<file path="config.mk">
export PLATFORM = sky130hd
export DESIGN_NAME = gtfc_regs
export DESIGN_NICKNAME = d
export VERILOG_FILES = /design/src/rtl/gtfc_pkg.sv /design/src/rtl/gtfc_regs.sv /design/src/rtl/gtfc_reg8.sv
export SDC_FILE = /design/constraint.sdc
export NUM_CORES = 1
export LEC_CHECK = 0
export BUFFER_PORTS_ARGS = -buffer_cell sky130_fd_sc_hd__buf_2
export CAP_MARGIN = 10
export CORE_MARGIN = 3
export CORE_UTILIZATION = 36
export CTS_BUF_LIST = sky130_fd_sc_hd__clkbuf_8
export DETAILED_ROUTE_END_ITERATION = 7
export GPL_ROUTABILITY_DRIVEN = 1
export PLACE_DENSITY = 0.67
export SYNTH_ARGS = -nofsm -noshare
export SYNTH_HDL_FRONTEND = slang
export SYNTH_HIERARCHICAL = 1
export SYNTH_SLANG_ARGS = --single-unit
</file>
<file path="constraint.sdc">
create_clock -name aclk -period 6.4 [get_ports aclk]
set_input_delay 0.64 -clock aclk [delete_from_list [all_inputs] [get_ports aclk]]
set_output_delay 0.64 -clock aclk [all_outputs]
set_load 0.005 [all_outputs]
</file>
<file path="src/rtl/gtfc_pkg.sv">
package gtfc_pkg;

    // Register indices; the byte address is four times the index.
    localparam logic [11:0] IDX_TRIM_A0_DUAL = 12'h350;
    localparam logic [11:0] IDX_TRIM_A1_DUAL = 12'h351;
    localparam logic [11:0] IDX_TRIM_B0_DUAL = 12'h352;
    localparam logic [11:0] IDX_TRIM_B1_DUAL = 12'h353;
    localparam logic [11:0] IDX_TRIM_A0_SINGLE = 12'h354;
    localparam logic [11:0] IDX_TRIM_A1_SINGLE = 12'h355;
    localparam logic [11:0] IDX_TRIM_B0_SINGLE = 12'h356;
    localparam logic [11:0] IDX_TRIM_B1_SINGLE = 12'h357;
    localparam logic [11:0] IDX_FILTER_CFG = 12'h400;
    localparam logic [11:0] IDX_STATUS = 12'h401;

    localparam int REG_W = 8;
    localparam int TRIM_W = 5;
    localparam int TRIM_SETS = 4;
    localparam int NUM_REGS = 9;
    localparam int SLOT_SINGLE = 4;
    localparam int SLOT_CFG = 8;
    localparam logic [REG_W-1:0] REG_RESET = 8'h00;

    // Filter configuration fields.
    localparam int SHARE_BIT = 6;
    localparam int MERGE_BIT = 5;
    localparam int SCW_LSB = 2;
    localparam int SCW_W = 3;
    localparam int MODE_LSB = 0;
    localparam int MODE_W = 2;
    localparam logic [1:0] MODE_ENABLE = 2'h2;
    localparam logic [4:0] SCW_BIAS = 5'h10;

    // Status fields.
    localparam int ST_SINGLE_BIT = 0;
    localparam int ST_LINK_BIT = 1;
    localparam int ST_FILTER_BIT = 2;
    localparam int ST_FUSE_BIT = 3;

    localparam logic [1:0] RESP_OKAY = 2'h0;
    localparam logic [1:0] RESP_SLVERR = 2'h2;

    typedef logic [REG_W-1:0] gtfc_reg_t;

endpackage : gtfc_pkg

</file>
<file path="src/rtl/gtfc_regs.sv">
// Behaviour
// - Dual-mode trims A1, B0, B1: five bits.
// - B0 dual trim from own zero-reset register.
// - Separate four-register single-channel trim set.
// - Trims load fuse defaults after reset.
// - Share bit: channel B uses A coefficients.
// - Merge bit joins both filters into one.
// - Weight field scales all but center tap.
// - Mode two enables filter, zero disables.
//
// The AXI4-Lite slave port was chosen for this implementation.
module gtfc_regs
    import gtfc_pkg::*;
#(
    parameter int ADDR_W = 16
)
(
    input wire logic aclk,
    input wire logic aresetn,
    input wire logic ce,
    input wire logic [ADDR_W-1:0] s_axi_awaddr,
    input wire logic [2:0] s_axi_awprot,
    input wire logic s_axi_awvalid,
    output logic s_axi_awready,
    input wire logic [31:0] s_axi_wdata,
    input wire logic [3:0] s_axi_wstrb,
    input wire logic s_axi_wvalid,
    output logic s_axi_wready,
    output logic [1:0] s_axi_bresp,
    output logic s_axi_bvalid,
    input wire logic s_axi_bready,
    input wire logic [ADDR_W-1:0] s_axi_araddr,
    input wire logic [2:0] s_axi_arprot,
    input wire logic s_axi_arvalid,
    output logic s_axi_arready,
    output logic [31:0] s_axi_rdata,
    output logic [1:0] s_axi_rresp,
    output logic s_axi_rvalid,
    input wire logic s_axi_rready,
    input wire logic [TRIM_SETS*2*TRIM_W-1:0] fuse_trim,
    input wire logic single_channel_mode,
    input wire logic serial_link_enable,
    output logic [TRIM_W-1:0] trim_a_bank0,
    output logic [TRIM_W-1:0] trim_a_bank1,
    output logic [TRIM_W-1:0] trim_b_bank0,
    output logic [TRIM_W-1:0] trim_b_bank1,
    output logic coefficient_share,
    output logic filter_merge,
    output logic [SCW_W-1:0] side_coefficient_weight,
    output logic [4:0] side_lsb_shift,
    output logic filter_enable,
    output logic fuse_loaded
);

    initial
    begin
        if (ADDR_W < 14 || ADDR_W > 32)
        begin
            $error("ADDR_W must lie between 14 and 32.");
        end
    end

    gtfc_reg_t reg_q [NUM_REGS];
    logic [NUM_REGS-1:0] wr_sel;
    logic fuse_pending_q;
    logic [TRIM_W-1:0] active_q [TRIM_SETS];

    logic aw_have_q;
    logic w_have_q;
    logic [11:0] aw_idx_q;
    logic [REG_W-1:0] wdata_q;
    logic wstrb0_q;
    logic bvalid_q;
    logic [1:0] bresp_q;
    logic rvalid_q;
    logic [31:0] rdata_q;
    logic [1:0] rresp_q;
    logic wr_fire;
    logic [11:0] ar_idx;

    // Tells whether a register index maps onto a storage slot.
    function automatic logic decode_hit(input logic [11:0] idx);
        decode_hit = (idx >= IDX_TRIM_A0_DUAL && idx <= IDX_TRIM_B1_SINGLE)
            || idx == IDX_FILTER_CFG;
    endfunction : decode_hit

    function automatic logic [3:0] decode_slot(input logic [11:0] idx);
        logic [11:0] off;
        off = idx - IDX_TRIM_A0_DUAL;
        if (idx == IDX_FILTER_CFG)
        begin
            decode_slot = 4'(SLOT_CFG);
        end
        else
        begin
            decode_slot = off[3:0];
        end
    endfunction : decode_slot

    // Write channel handshakes; address and data are taken in either order.
    assign s_axi_awready = ce && !aw_have_q && !bvalid_q;
    assign s_axi_wready = ce && !w_have_q && !bvalid_q;
    assign s_axi_bvalid = bvalid_q;
    assign s_axi_bresp = bresp_q;
    assign wr_fire = ce && aw_have_q && w_have_q && !bvalid_q;

    always_ff @(posedge aclk)
    begin
        if (!aresetn)
        begin
            aw_have_q <= 1'b0;
            aw_idx_q <= '0;
        end
        else if (ce)
        begin
            if (s_axi_awvalid && s_axi_awready)
            begin
                aw_have_q <= 1'b1;
                aw_idx_q <= s_axi_awaddr[13:2];
            end
            else if (wr_fire)
            begin
                aw_have_q <= 1'b0;
            end
        end
    end

    always_ff @(posedge aclk)
    begin
        if (!aresetn)
        begin
            w_have_q <= 1'b0;
            wdata_q <= '0;
            wstrb0_q <= 1'b0;
        end
        else if (ce)
        begin
            if (s_axi_wvalid && s_axi_wready)
            begin
                w_have_q <= 1'b1;
                wdata_q <= s_axi_wdata[REG_W-1:0];
                wstrb0_q <= s_axi_wstrb[0];
            end
            else if (wr_fire)
            begin
                w_have_q <= 1'b0;
            end
        end
    end

    always_ff @(posedge aclk)
    begin
        if (!aresetn)
        begin
            bvalid_q <= 1'b0;
            bresp_q <= RESP_OKAY;
        end
        else if (ce)
        begin
            if (wr_fire)
            begin
                bvalid_q <= 1'b1;
                if (decode_hit(aw_idx_q) || aw_idx_q == IDX_STATUS)
                begin
                    bresp_q <= RESP_OKAY;
                end
                else
                begin
                    bresp_q <= RESP_SLVERR;
                end
            end
            else if (s_axi_bready)
            begin
                bvalid_q <= 1'b0;
            end
        end
    end

    always_comb
    begin
        wr_sel = '0;
        if (wr_fire && wstrb0_q && decode_hit(aw_idx_q))
        begin
            wr_sel[decode_slot(aw_idx_q)] = 1'b1;
        end
    end

    // Fuse defaults are loaded once, in the first enabled cycle after reset.
    always_ff @(posedge aclk)
    begin
        if (!aresetn)
        begin
            fuse_pending_q <= 1'b1;
        end
        else if (ce)
        begin
            fuse_pending_q <= 1'b0;
        end
    end

    assign fuse_loaded = !fuse_pending_q;

    // Eight trim registers and the filter configuration register.
    generate
        for (genvar k = 0; k < NUM_REGS; k++)
        begin : g_reg
            if (k < SLOT_CFG)
            begin : g_trim
                gtfc_reg8 #(
                    .W(REG_W),
                    .RESET(REG_RESET)
                ) u_trim (
                    .aclk(aclk),
                    .aresetn(aresetn),
                    .ce(ce),
                    .wr_en(wr_sel[k]),
                    .wr_data(wdata_q),
                    .load_en(fuse_pending_q),
                    .load_data({3'h0, fuse_trim[k*TRIM_W +: TRIM_W]}),
                    .q(reg_q[k])
                );
            end
            else
            begin : g_cfg
                gtfc_reg8 #(
                    .W(REG_W),
                    .RESET(REG_RESET)
                ) u_cfg (
                    .aclk(aclk),
                    .aresetn(aresetn),
                    .ce(ce),
                    .wr_en(wr_sel[k]),
                    .wr_data(wdata_q),
                    .load_en(1'b0),
                    .load_data(REG_RESET),
                    .q(reg_q[k])
                );
            end
        end
    endgenerate

    // The channel mode picks the trim set that drives the cores.
    always_ff @(posedge aclk)
    begin
        if (!aresetn)
        begin
            for (int i = 0; i < TRIM_SETS; i++)
            begin
                active_q[i] <= '0;
            end
        end
        else if (ce)
        begin
            for (int i = 0; i < TRIM_SETS; i++)
            begin
                if (single_channel_mode)
                begin
                    active_q[i] <= reg_q[SLOT_SINGLE + i][TRIM_W-1:0];
                end
                else
                begin
                    active_q[i] <= reg_q[i][TRIM_W-1:0];
                end
            end
        end
    end

    assign trim_a_bank0 = active_q[0];
    assign trim_a_bank1 = active_q[1];
    assign trim_b_bank0 = active_q[2];
    assign trim_b_bank1 = active_q[3];

    // Filter configuration fields steer the equalization filter.
    assign coefficient_share = reg_q[SLOT_CFG][SHARE_BIT];
    assign filter_merge = reg_q[SLOT_CFG][MERGE_BIT];
    assign side_coefficient_weight = reg_q[SLOT_CFG][SCW_LSB +: SCW_W];
    assign side_lsb_shift = SCW_BIAS - {2'h0, side_coefficient_weight};
    assign filter_enable = reg_q[SLOT_CFG][MODE_LSB +: MODE_W] == MODE_ENABLE;

    // Read channel: one read at a time, answered one cycle after it is taken.
    assign s_axi_arready = ce && !rvalid_q;
    assign s_axi_rvalid = rvalid_q;
    assign s_axi_rdata = rdata_q;
    assign s_axi_rresp = rresp_q;
    assign ar_idx = s_axi_araddr[13:2];

    always_ff @(posedge aclk)
    begin
        if (!aresetn)
        begin
            rvalid_q <= 1'b0;
            rdata_q <= '0;
            rresp_q <= RESP_OKAY;
        end
        else if (ce)
        begin
            if (s_axi_arvalid && s_axi_arready)
            begin
                rvalid_q <= 1'b1;
                rdata_q <= '0;
                rresp_q <= RESP_OKAY;
                if (decode_hit(ar_idx))
                begin
                    rdata_q[REG_W-1:0] <= reg_q[decode_slot(ar_idx)];
                end
                else if (ar_idx == IDX_STATUS)
                begin
                    rdata_q[ST_SINGLE_BIT] <= single_channel_mode;
                    rdata_q[ST_LINK_BIT] <= serial_link_enable;
                    rdata_q[ST_FILTER_BIT] <= filter_enable;
                    rdata_q[ST_FUSE_BIT] <= fuse_loaded;
                end
                else
                begin
                    rresp_q <= RESP_SLVERR;
                end
            end
            else if (s_axi_rready)
            begin
                rvalid_q <= 1'b0;
            end
        end
    end
endmodule : gtfc_regs

</file>
<file path="src/rtl/gtfc_reg8.sv">
module gtfc_reg8
    import gtfc_pkg::*;
#(
    parameter int W = REG_W,
    parameter logic [W-1:0] RESET = '0
)
(
    input wire logic aclk,
    input wire logic aresetn,
    input wire logic ce,
    input wire logic wr_en,
    input wire logic [W-1:0] wr_data,
    input wire logic load_en,
    input wire logic [W-1:0] load_data,
    output logic [W-1:0] q
);

    // A bus write in the load cycle wins over the fuse default.
    always_ff @(posedge aclk)
    begin
        if (!aresetn)
        begin
            q <= RESET;
        end
        else if (ce)
        begin
            if (wr_en)
            begin
                q <= wr_data;
            end
            else if (load_en)
            begin
                q <= load_data;
            end
        end
    end

endmodule : gtfc_reg8

</file>
==> flow_metrics.py, run 1 <==
metrics = {
    "sta": {
        "drv_slew": 0,
        "rsz0062_at_grt": "false",
        "tns_ps": 0,
        "worst_slew_pin_slew_ps": 1100,
        "hold_viol_final": 0,
        "fmax_ghz": 0.304,
        "period_share_pct": 51.4,
        "clock_skew_ps": 12.4,
        "slew_headroom_pct": 26.0,
        "setup_viol": 0,
        "period_minus_slack_ps": 3290,
        "fin_ws_ps": 3110,
    },
    "critical_path": {
        "worst-endpoint-arrival_ps": 3670,
        "crit_end": "g_reg[8].g_cfg.u_cfg/q[6]$_SDFFE_PN0P_",
        "crit_required_ps": 6780,
        "worstReg2RegStart": "aw_idx_q[11]$_SDFFE_PN0P_",
        "cp-end-kind": "register",
        "cp-start-kind": "input port",
        "cp-startpoint": "ce",
        "crit_type": "in2reg",
        "cp_max_fo": 34,
        "reg2reg_slack_ps": 3460,
        "reg2reg_to": "g_reg[8].g_cfg.u_cfg/q[6]$_SDFFE_PN0P_",
        "reg2reg_depth": 6,
    },
    "global_routing": {
        "grt_overflow_total": 0,
        "grt_pass1_wl_mm": 33.2,
        "grt_pass1_vias": 5767,
        "grt_max_degree": 116,
        "gr-usage-all-layers_pct": 18.9,
        "antenna_found_initial": 1,
    },
    "drt": {
        "viasPerCell": 5.54,
        "wl_per_cell_microns": 19.0,
        "drt-total-wl_mm": 21.8,
        "drt_iter0_drc": 587,
        "final_antenna_net_count": 0,
        "vias": 6372,
        "drc": 0,
        "dr.pass1.iters": 5,
    },
    "synthesis": {
        "synth_area_sq_um": 7610,
        "ys.flop_type": "dfxtp_1",
        "synth_edf_count": 20,
        "ys_async_sr_fraction_pct": 0,
        "synth-seq-area-share_pct": 36.3,
        "ys.warnings.count": 6,
        "synth_cells": 714,
        "ys_seq_elements": 128,
        "syn_area_per_cell_sq_um": 10.7,
        "synthDistinctLibCells": 47,
    },
    "cts": {
        "clock-sinks": 128,
        "cts_resized": 0,
        "post_cts_buffers": 0,
        "numCtsBuffers": 17,
        "cts_hold_buf": 0,
        "root_buffer": "clkbuf_8",
        "cts_tree": "built",
        "clk_path_buf_depth": 2,
        "clk_pin_slew_worst_paths_ps": 90,
        "clk_latency_ps": 460,
        "cts_htree_levels": 4,
    },
    "power": {
        "pwr-share-comb_pct": 13.7,
        "power_frac_clock_pct": 35.7,
        "netSwitchingFraction_pct": 31.1,
        "pwr-share-seq_pct": 50.6,
        "power_density_nw_per_um2": 206,
        "switching_power_uw": 570,
        "internal-power_mw": 1.26,
        "power_leakage_nw": 3.08,
        "max-vdd-ir-drop_v": 0.000143,
    },
    "die": {
        "die_area_sq_um": 22900,
        "fp-row-count": 52,
        "die_w_microns": 151,
        "fp.dieH_microns": 151,
        "start_util_pct": 37.1,
        "core_sq_um": 20500,
        "io_pins": 197,
    },
    "outcome": {
        "status": "finished, final reports clean",
    },
    "placed_design": {
        "pre_cts_slack_ps": 2650,
        "dp_hpwl_mm": 14.7,
        "gp_congestion": 0.781,
        "io_buffer_count": 129,
    },
    "hold_path": {
        "hp-class": "in2reg",
    },
    "cells_and_area": {
        "antenna_cells": 0,
        "area.growth.synth_to_final_pct": 16.5,
        "layout_commonest_cell": "buf_2",
        "final_nets": 993,
        "drive_above_1_share_pct": 24.1,
        "num-fill-cells": 2002,
        "layout_common_cells": "buf_2 (128), dfxtp_1 (107), mux2i_1 (77)",
    },
    "job": {
        "cap_violations": 0,
    },
}
cell usage after synthesis, drive strengths merged, types with 2 or more instances:
master | instances | area [sq um]
a22o | 21 | 184
clkbuf | 9 | 33.8
mux4 | 16 | 360
o21ai | 8 | 40.0
ha | 2 | 25.0
nand2b | 5 | 31.3
a31oi | 2 | 12.5
buf | 63 | 407
nor3 | 4 | 20.0
dfxtp | 108 | 2160
and3 | 7 | 43.8
nand3 | 4 | 20.0
nand3b | 73 | 548
edfxtp | 20 | 601
a21boi | 24 | 184
o211ai | 82 | 739
a32oi | 3 | 26.3
or3b | 2 | 20.0
nor2 | 12 | 45.0
nor4 | 5 | 43.8
and2 | 2 | 12.5
nand2 | 54 | 203
mux2i | 77 | 771
nand4bb | 72 | 811
inv | 4 | 15.0
nor2b | 8 | 52.6
a22oi | 7 | 52.6
mux2 | 3 | 33.8
a21oi | 7 | 35.0
worst min path at each step:
stage,from,endpoint,slack [ps],cells past startpoint
after CTS,serial_link_enable,s_axi_rdata[1]$_SDFFE_PN0P_,380,3
after detailed placement,wstrb0_q$_SDFFE_PN0P_,wstrb0_q$_SDFFE_PN0P_,450,2
after global placement,wstrb0_q$_SDFFE_PN0P_,wstrb0_q$_SDFFE_PN0P_,450,2
after floorplan,wstrb0_q$_SDFFE_PN0P_,wstrb0_q$_SDFFE_PN0P_,440,2
final,serial_link_enable,s_axi_rdata[1]$_SDFFE_PN0P_,400,3
after global routing,s_axi_wdata[1],wdata_q[1]$_SDFFE_PN0P_,400,3
per-layer routing:
metal | global-route usage, % | part of all wire, % | vias up
li1 | - | - | 3034
met3 | 4.10 | 6.3 | 24
met2 | 28.8 | 47 | 213
met5 | 0 | 0.032 | -
met1 | 26.8 | 45 | 3099
met4 | 5.39 | 1.5 | 2
power groups by stage:
| stage | sequential (mW) | clock [mW] | combinational, mW |
|---|---|---|---|
| floorplan | 0.924 | 0 | 0.163 |
| global placement | 0.941 | 0 | 0.248 |
| detailed placement | 0.943 | 0 | 0.251 |
| CTS | 0.924 | 0.661 | 0.251 |
| global route | 0.933 | 0.696 | 0.277 |
| finish | 0.926 | 0.654 | 0.251 |
area by class of cell:
class / count / area [sq um] / area share [%]
clock inverters: 15 / 118 / 1.33
repair buffers: 140 / 743 / 8.38
flip-flops and latches: 128 / 2760 / 31.2
well taps: 270 / 338 / 3.81
clock buffers: 17 / 234 / 2.64
inverters: 4 / 15.0 / 0.169
multi-input cells: 576 / 4660 / 52.5
stage by stage:
| step | utilization (%) | hold WS, ps | total power, mW | cell area, sq um | cells |
|---|---|---|---|---|---|
| floorplan | - | 439 | 1.09 | 7860 | 780 |
| finish | 43.3 | 399 | 1.83 | 8870 | 1150 |
| global route | 43.3 | 404 | 1.91 | 8870 | 1150 |
| CTS | 43.3 | 384 | 1.84 | 8870 | 1150 |
| detailed placement | 41.6 | 455 | 1.19 | 8520 | 1118 |
| global placement | 41.6 | 449 | 1.19 | 8520 | 1118 |
logic make-up (layout without fill, tap and decap cells):
family                     count (synthesis)  count (layout)  synth area share [%]
muxes                                     96              96                  15.3
DFF                                      128             128                  36.3
other                                      1              67                0.0493
buffers and inverters                     76             176                  5.98
adders and majority gates                  2               2                 0.329
and+or+nand+nor                          254             254                  24.9
AOI/OAI and AO/OA                        157             157                  17.1
flip-flops by register name, indices dropped and copies added, names as in the netlist:
| signal | count |
|---|---|
| s_axi_rvalid | 1 |
| s_axi_bresp | 1 |
| g.g_cfg.u_cfg/q | 8 |
| s_axi_rresp | 1 |
| active_q | 20 |
| wstrb0_q | 1 |
| s_axi_bvalid | 1 |
| fuse_pending_q | 1 |
| w_have_q | 1 |
| s_axi_rdata | 8 |
| wdata_q | 8 |
| g.g_trim.u_trim/q | 64 |
| aw_have_q | 1 |
| aw_idx_q | 12 |
worst max-delay path, stage by stage:
cell,delay [ps]
buf_2,480
nor2b_2,270
and3_1,230
and3_1,190
or3b_4,430
nor4_4,910
o211ai_4,250
o211ai_1,230
Note: power is estimated with default switching activity, not from simulation.
==> run 2: changes to the inputs <==
==> constraint.sdc (replaced) <==
create_clock -name aclk -period 3.4 [get_ports aclk]
set_input_delay 0.34 -clock aclk [delete_from_list [all_inputs] [get_ports aclk]]
set_output_delay 0.34 -clock aclk [all_outputs]
set_load 0.005 [all_outputs]
==> run 2 against run 1 <==
  * Non-clock buffer count is 5 higher
  * Register-to-register slack worse by 2500 ps
  * Utilization is 0.84 points higher
  * Flip-flop and latch count stayed put
  * Cell count is 0.43% higher
  * Clock skew is 1.2 ps lower
  * First-iteration DRC count is 7.0% lower
  * Power is 110% higher
  * Routed wire length is 1.4% higher
  * Die area stayed put
  * Clock-buffer cell count stayed put
  * Highest routed layer is now met4
==> flow_metrics.py, run 2 (synthesis results as in run 1) <==
metrics = {
    "outcome": {
        "status": "finished, final reports clean",
    },
    "job": {
        "cap_violations": 0,
    },
    "sta": {
        "whs_ps": 122,
        "setup_viol": 0,
        "fmax_ghz": 0.407,
        "period_minus_slack_ps": 2460,
        "rsz0062_at_grt": "false",
        "tns_ps": 0,
        "worst_slew_pin_slew_ps": 843,
        "clock_skew_ps": 11.2,
        "hold_viol_final": 0,
        "drv_slew": 0,
        "slew_headroom_pct": 43.8,
        "period_share_pct": 72.2,
    },
    "cells_and_area": {
        "layout_commonest_cell": "buf_2",
        "antenna_cells": 0,
        "final_nets": 998,
        "layout_common_cells": "buf_2 (128), dfxtp_1 (107), mux2i_1 (77)",
        "multi_input_area_sq_um": 4650,
        "num-fill-cells": 1957,
        "seq_area_sq_um": 2760,
        "drive_above_1_share_pct": 24.4,
        "fin_util_pct": 44.1,
        "area.growth.synth_to_final_pct": 18.8,
        "largest_reg_flops": 64,
        "regMostFlops": "g.g_trim.u_trim/q",
        "reg.largest.list": "g.g_trim.u_trim/q: 64 flops, active_q: 20 flops, aw_idx_q: 12 flops",
    },
    "global_routing": {
        "grt_max_degree": 92,
        "grt_pass1_vias": 5772,
        "gr-usage-all-layers_pct": 19.1,
        "grt_overflow_total": 0,
        "antenna_found_initial": 0,
        "grt_pass1_wl_mm": 33.4,
    },
    "placed_design": {
        "io_buffer_count": 129,
        "dp_hpwl_mm": 15.2,
        "gp_congestion": 0.809,
    },
    "critical_path": {
        "crit_end": "g_reg[0].g_trim.u_trim/q[4]$_SDFFE_PN0P_",
        "reg2reg_to": "g_reg[0].g_trim.u_trim/q[4]$_SDFFE_PN0P_",
        "cp-startpoint": "aw_idx_q[11]$_SDFFE_PN0P_",
        "cp-end-kind": "register",
        "crit_type": "reg2reg",
        "reg2reg_slack_ps": 940,
        "worstReg2RegStart": "aw_idx_q[11]$_SDFFE_PN0P_",
        "cp-start-kind": "register",
        "reg2reg_depth": 7,
        "worst-endpoint-arrival_ps": 2820,
        "cp_max_fo": 17,
        "crit_required_ps": 3770,
    },
    "cts": {
        "post_cts_buffers": 0,
        "root_buffer": "clkbuf_8",
        "clock-sinks": 128,
        "cts_tree": "built",
        "clk_latency_ps": 460,
        "numCtsBuffers": 17,
        "cts_resized": 0,
        "clk_path_buf_depth": 2,
        "clk_pin_slew_worst_paths_ps": 80,
        "cts_htree_levels": 4,
        "cts_hold_buf": 0,
    },
    "die": {
        "start_util_pct": 37.1,
        "fp.dieH_microns": 151,
        "core_sq_um": 20500,
        "die_w_microns": 151,
        "fp-row-count": 52,
        "die_area_sq_um": 22900,
        "io_pins": 197,
    },
    "power": {
        "power_density_nw_per_um2": 428,
        "max-vdd-ir-drop_v": 0.000261,
        "power_leakage_nw": 3.17,
    },
    "drt": {
        "drt_iter0_drc": 546,
        "drt-total-wl_mm": 22.2,
        "drc": 0,
        "wl_per_cell_microns": 19.2,
        "dr.pass1.iters": 5,
        "vias": 6347,
        "viasPerCell": 5.50,
        "final_antenna_net_count": 0,
    },
    "hold_path": {
        "hold_start": "serial_link_enable",
        "hp-class": "in2reg",
    },
}
==> run 2: where the power goes <==
group          switching, mW  total (mW)  internal (mW)
Clock                  0.683        1.64          0.960
Combinational          0.248       0.470          0.222
Sequential             0.120        1.75           1.63
Total                   1.05        3.86           2.81
==> run 2: area by class of cell <==
class / count / area share [%]
Inverter: 4 / 0.166
Timing Repair Buffer: 145 / 8.64
Tap cell: 270 / 3.74
Clock buffer: 17 / 2.59
Sequential cell: 128 / 30.6
Multi-Input combinational cell: 576 / 51.5
Clock inverter: 15 / 2.82
==> run 2: through the flow <==
| stage | setup slack (ps) | total power, mW | instance area, sq um | instances |
|---|---|---|---|---|
| 2_1_floorplan | 1170 | 2.05 | 7860 | 780 |
| 6_report | 945 | 3.86 | 9040 | 1155 |
| 3_5_place_dp | 861 | 2.25 | 8550 | 1123 |
| 5_1_grt | 747 | 4.01 | 9040 | 1155 |
| 4_1_cts | 964 | 3.88 | 9040 | 1155 |
| 3_3_place_gp | 864 | 2.24 | 8550 | 1123 |
==> run 2: worst min path at each step <==
| stage | endpoint | slack [ps] | cells after the start |
|---|---|---|---|
| global placement | wstrb0_q$_SDFFE_PN0P_ | 450 | 2 |
| finish | s_axi_rdata[1]$_SDFFE_PN0P_ | 120 | 3 |
| CTS | s_axi_rdata[1]$_SDFFE_PN0P_ | 100 | 3 |
| floorplan | wstrb0_q$_SDFFE_PN0P_ | 440 | 2 |
| detailed placement | aw_idx_q[5]$_SDFFE_PN0P_ | 460 | 2 |
| global route | wdata_q[0]$_SDFFE_PN0P_ | 120 | 3 |
==> run 2: per-layer routing <==
layer  track usage [%]  share of wire [%]  vias up  wire length [microns]
li1                  -                  -     3033                      -
met5                 0                  0        -                      0
met1              26.7                 45     3090                  10000
met4              4.99                1.1        0                    237
met2              29.6                 47      212                  10500
met3              4.46                6.3       12                   1390
==> run 2: critical path: stages, from the launching register on <==
cell and delay [ps]:
dfxtp_1 320, nor3_1 480, and3_1 240, or3b_4 420, a211oi_2 210, buf_4 290, o211ai_4 170, o211ai_1 230
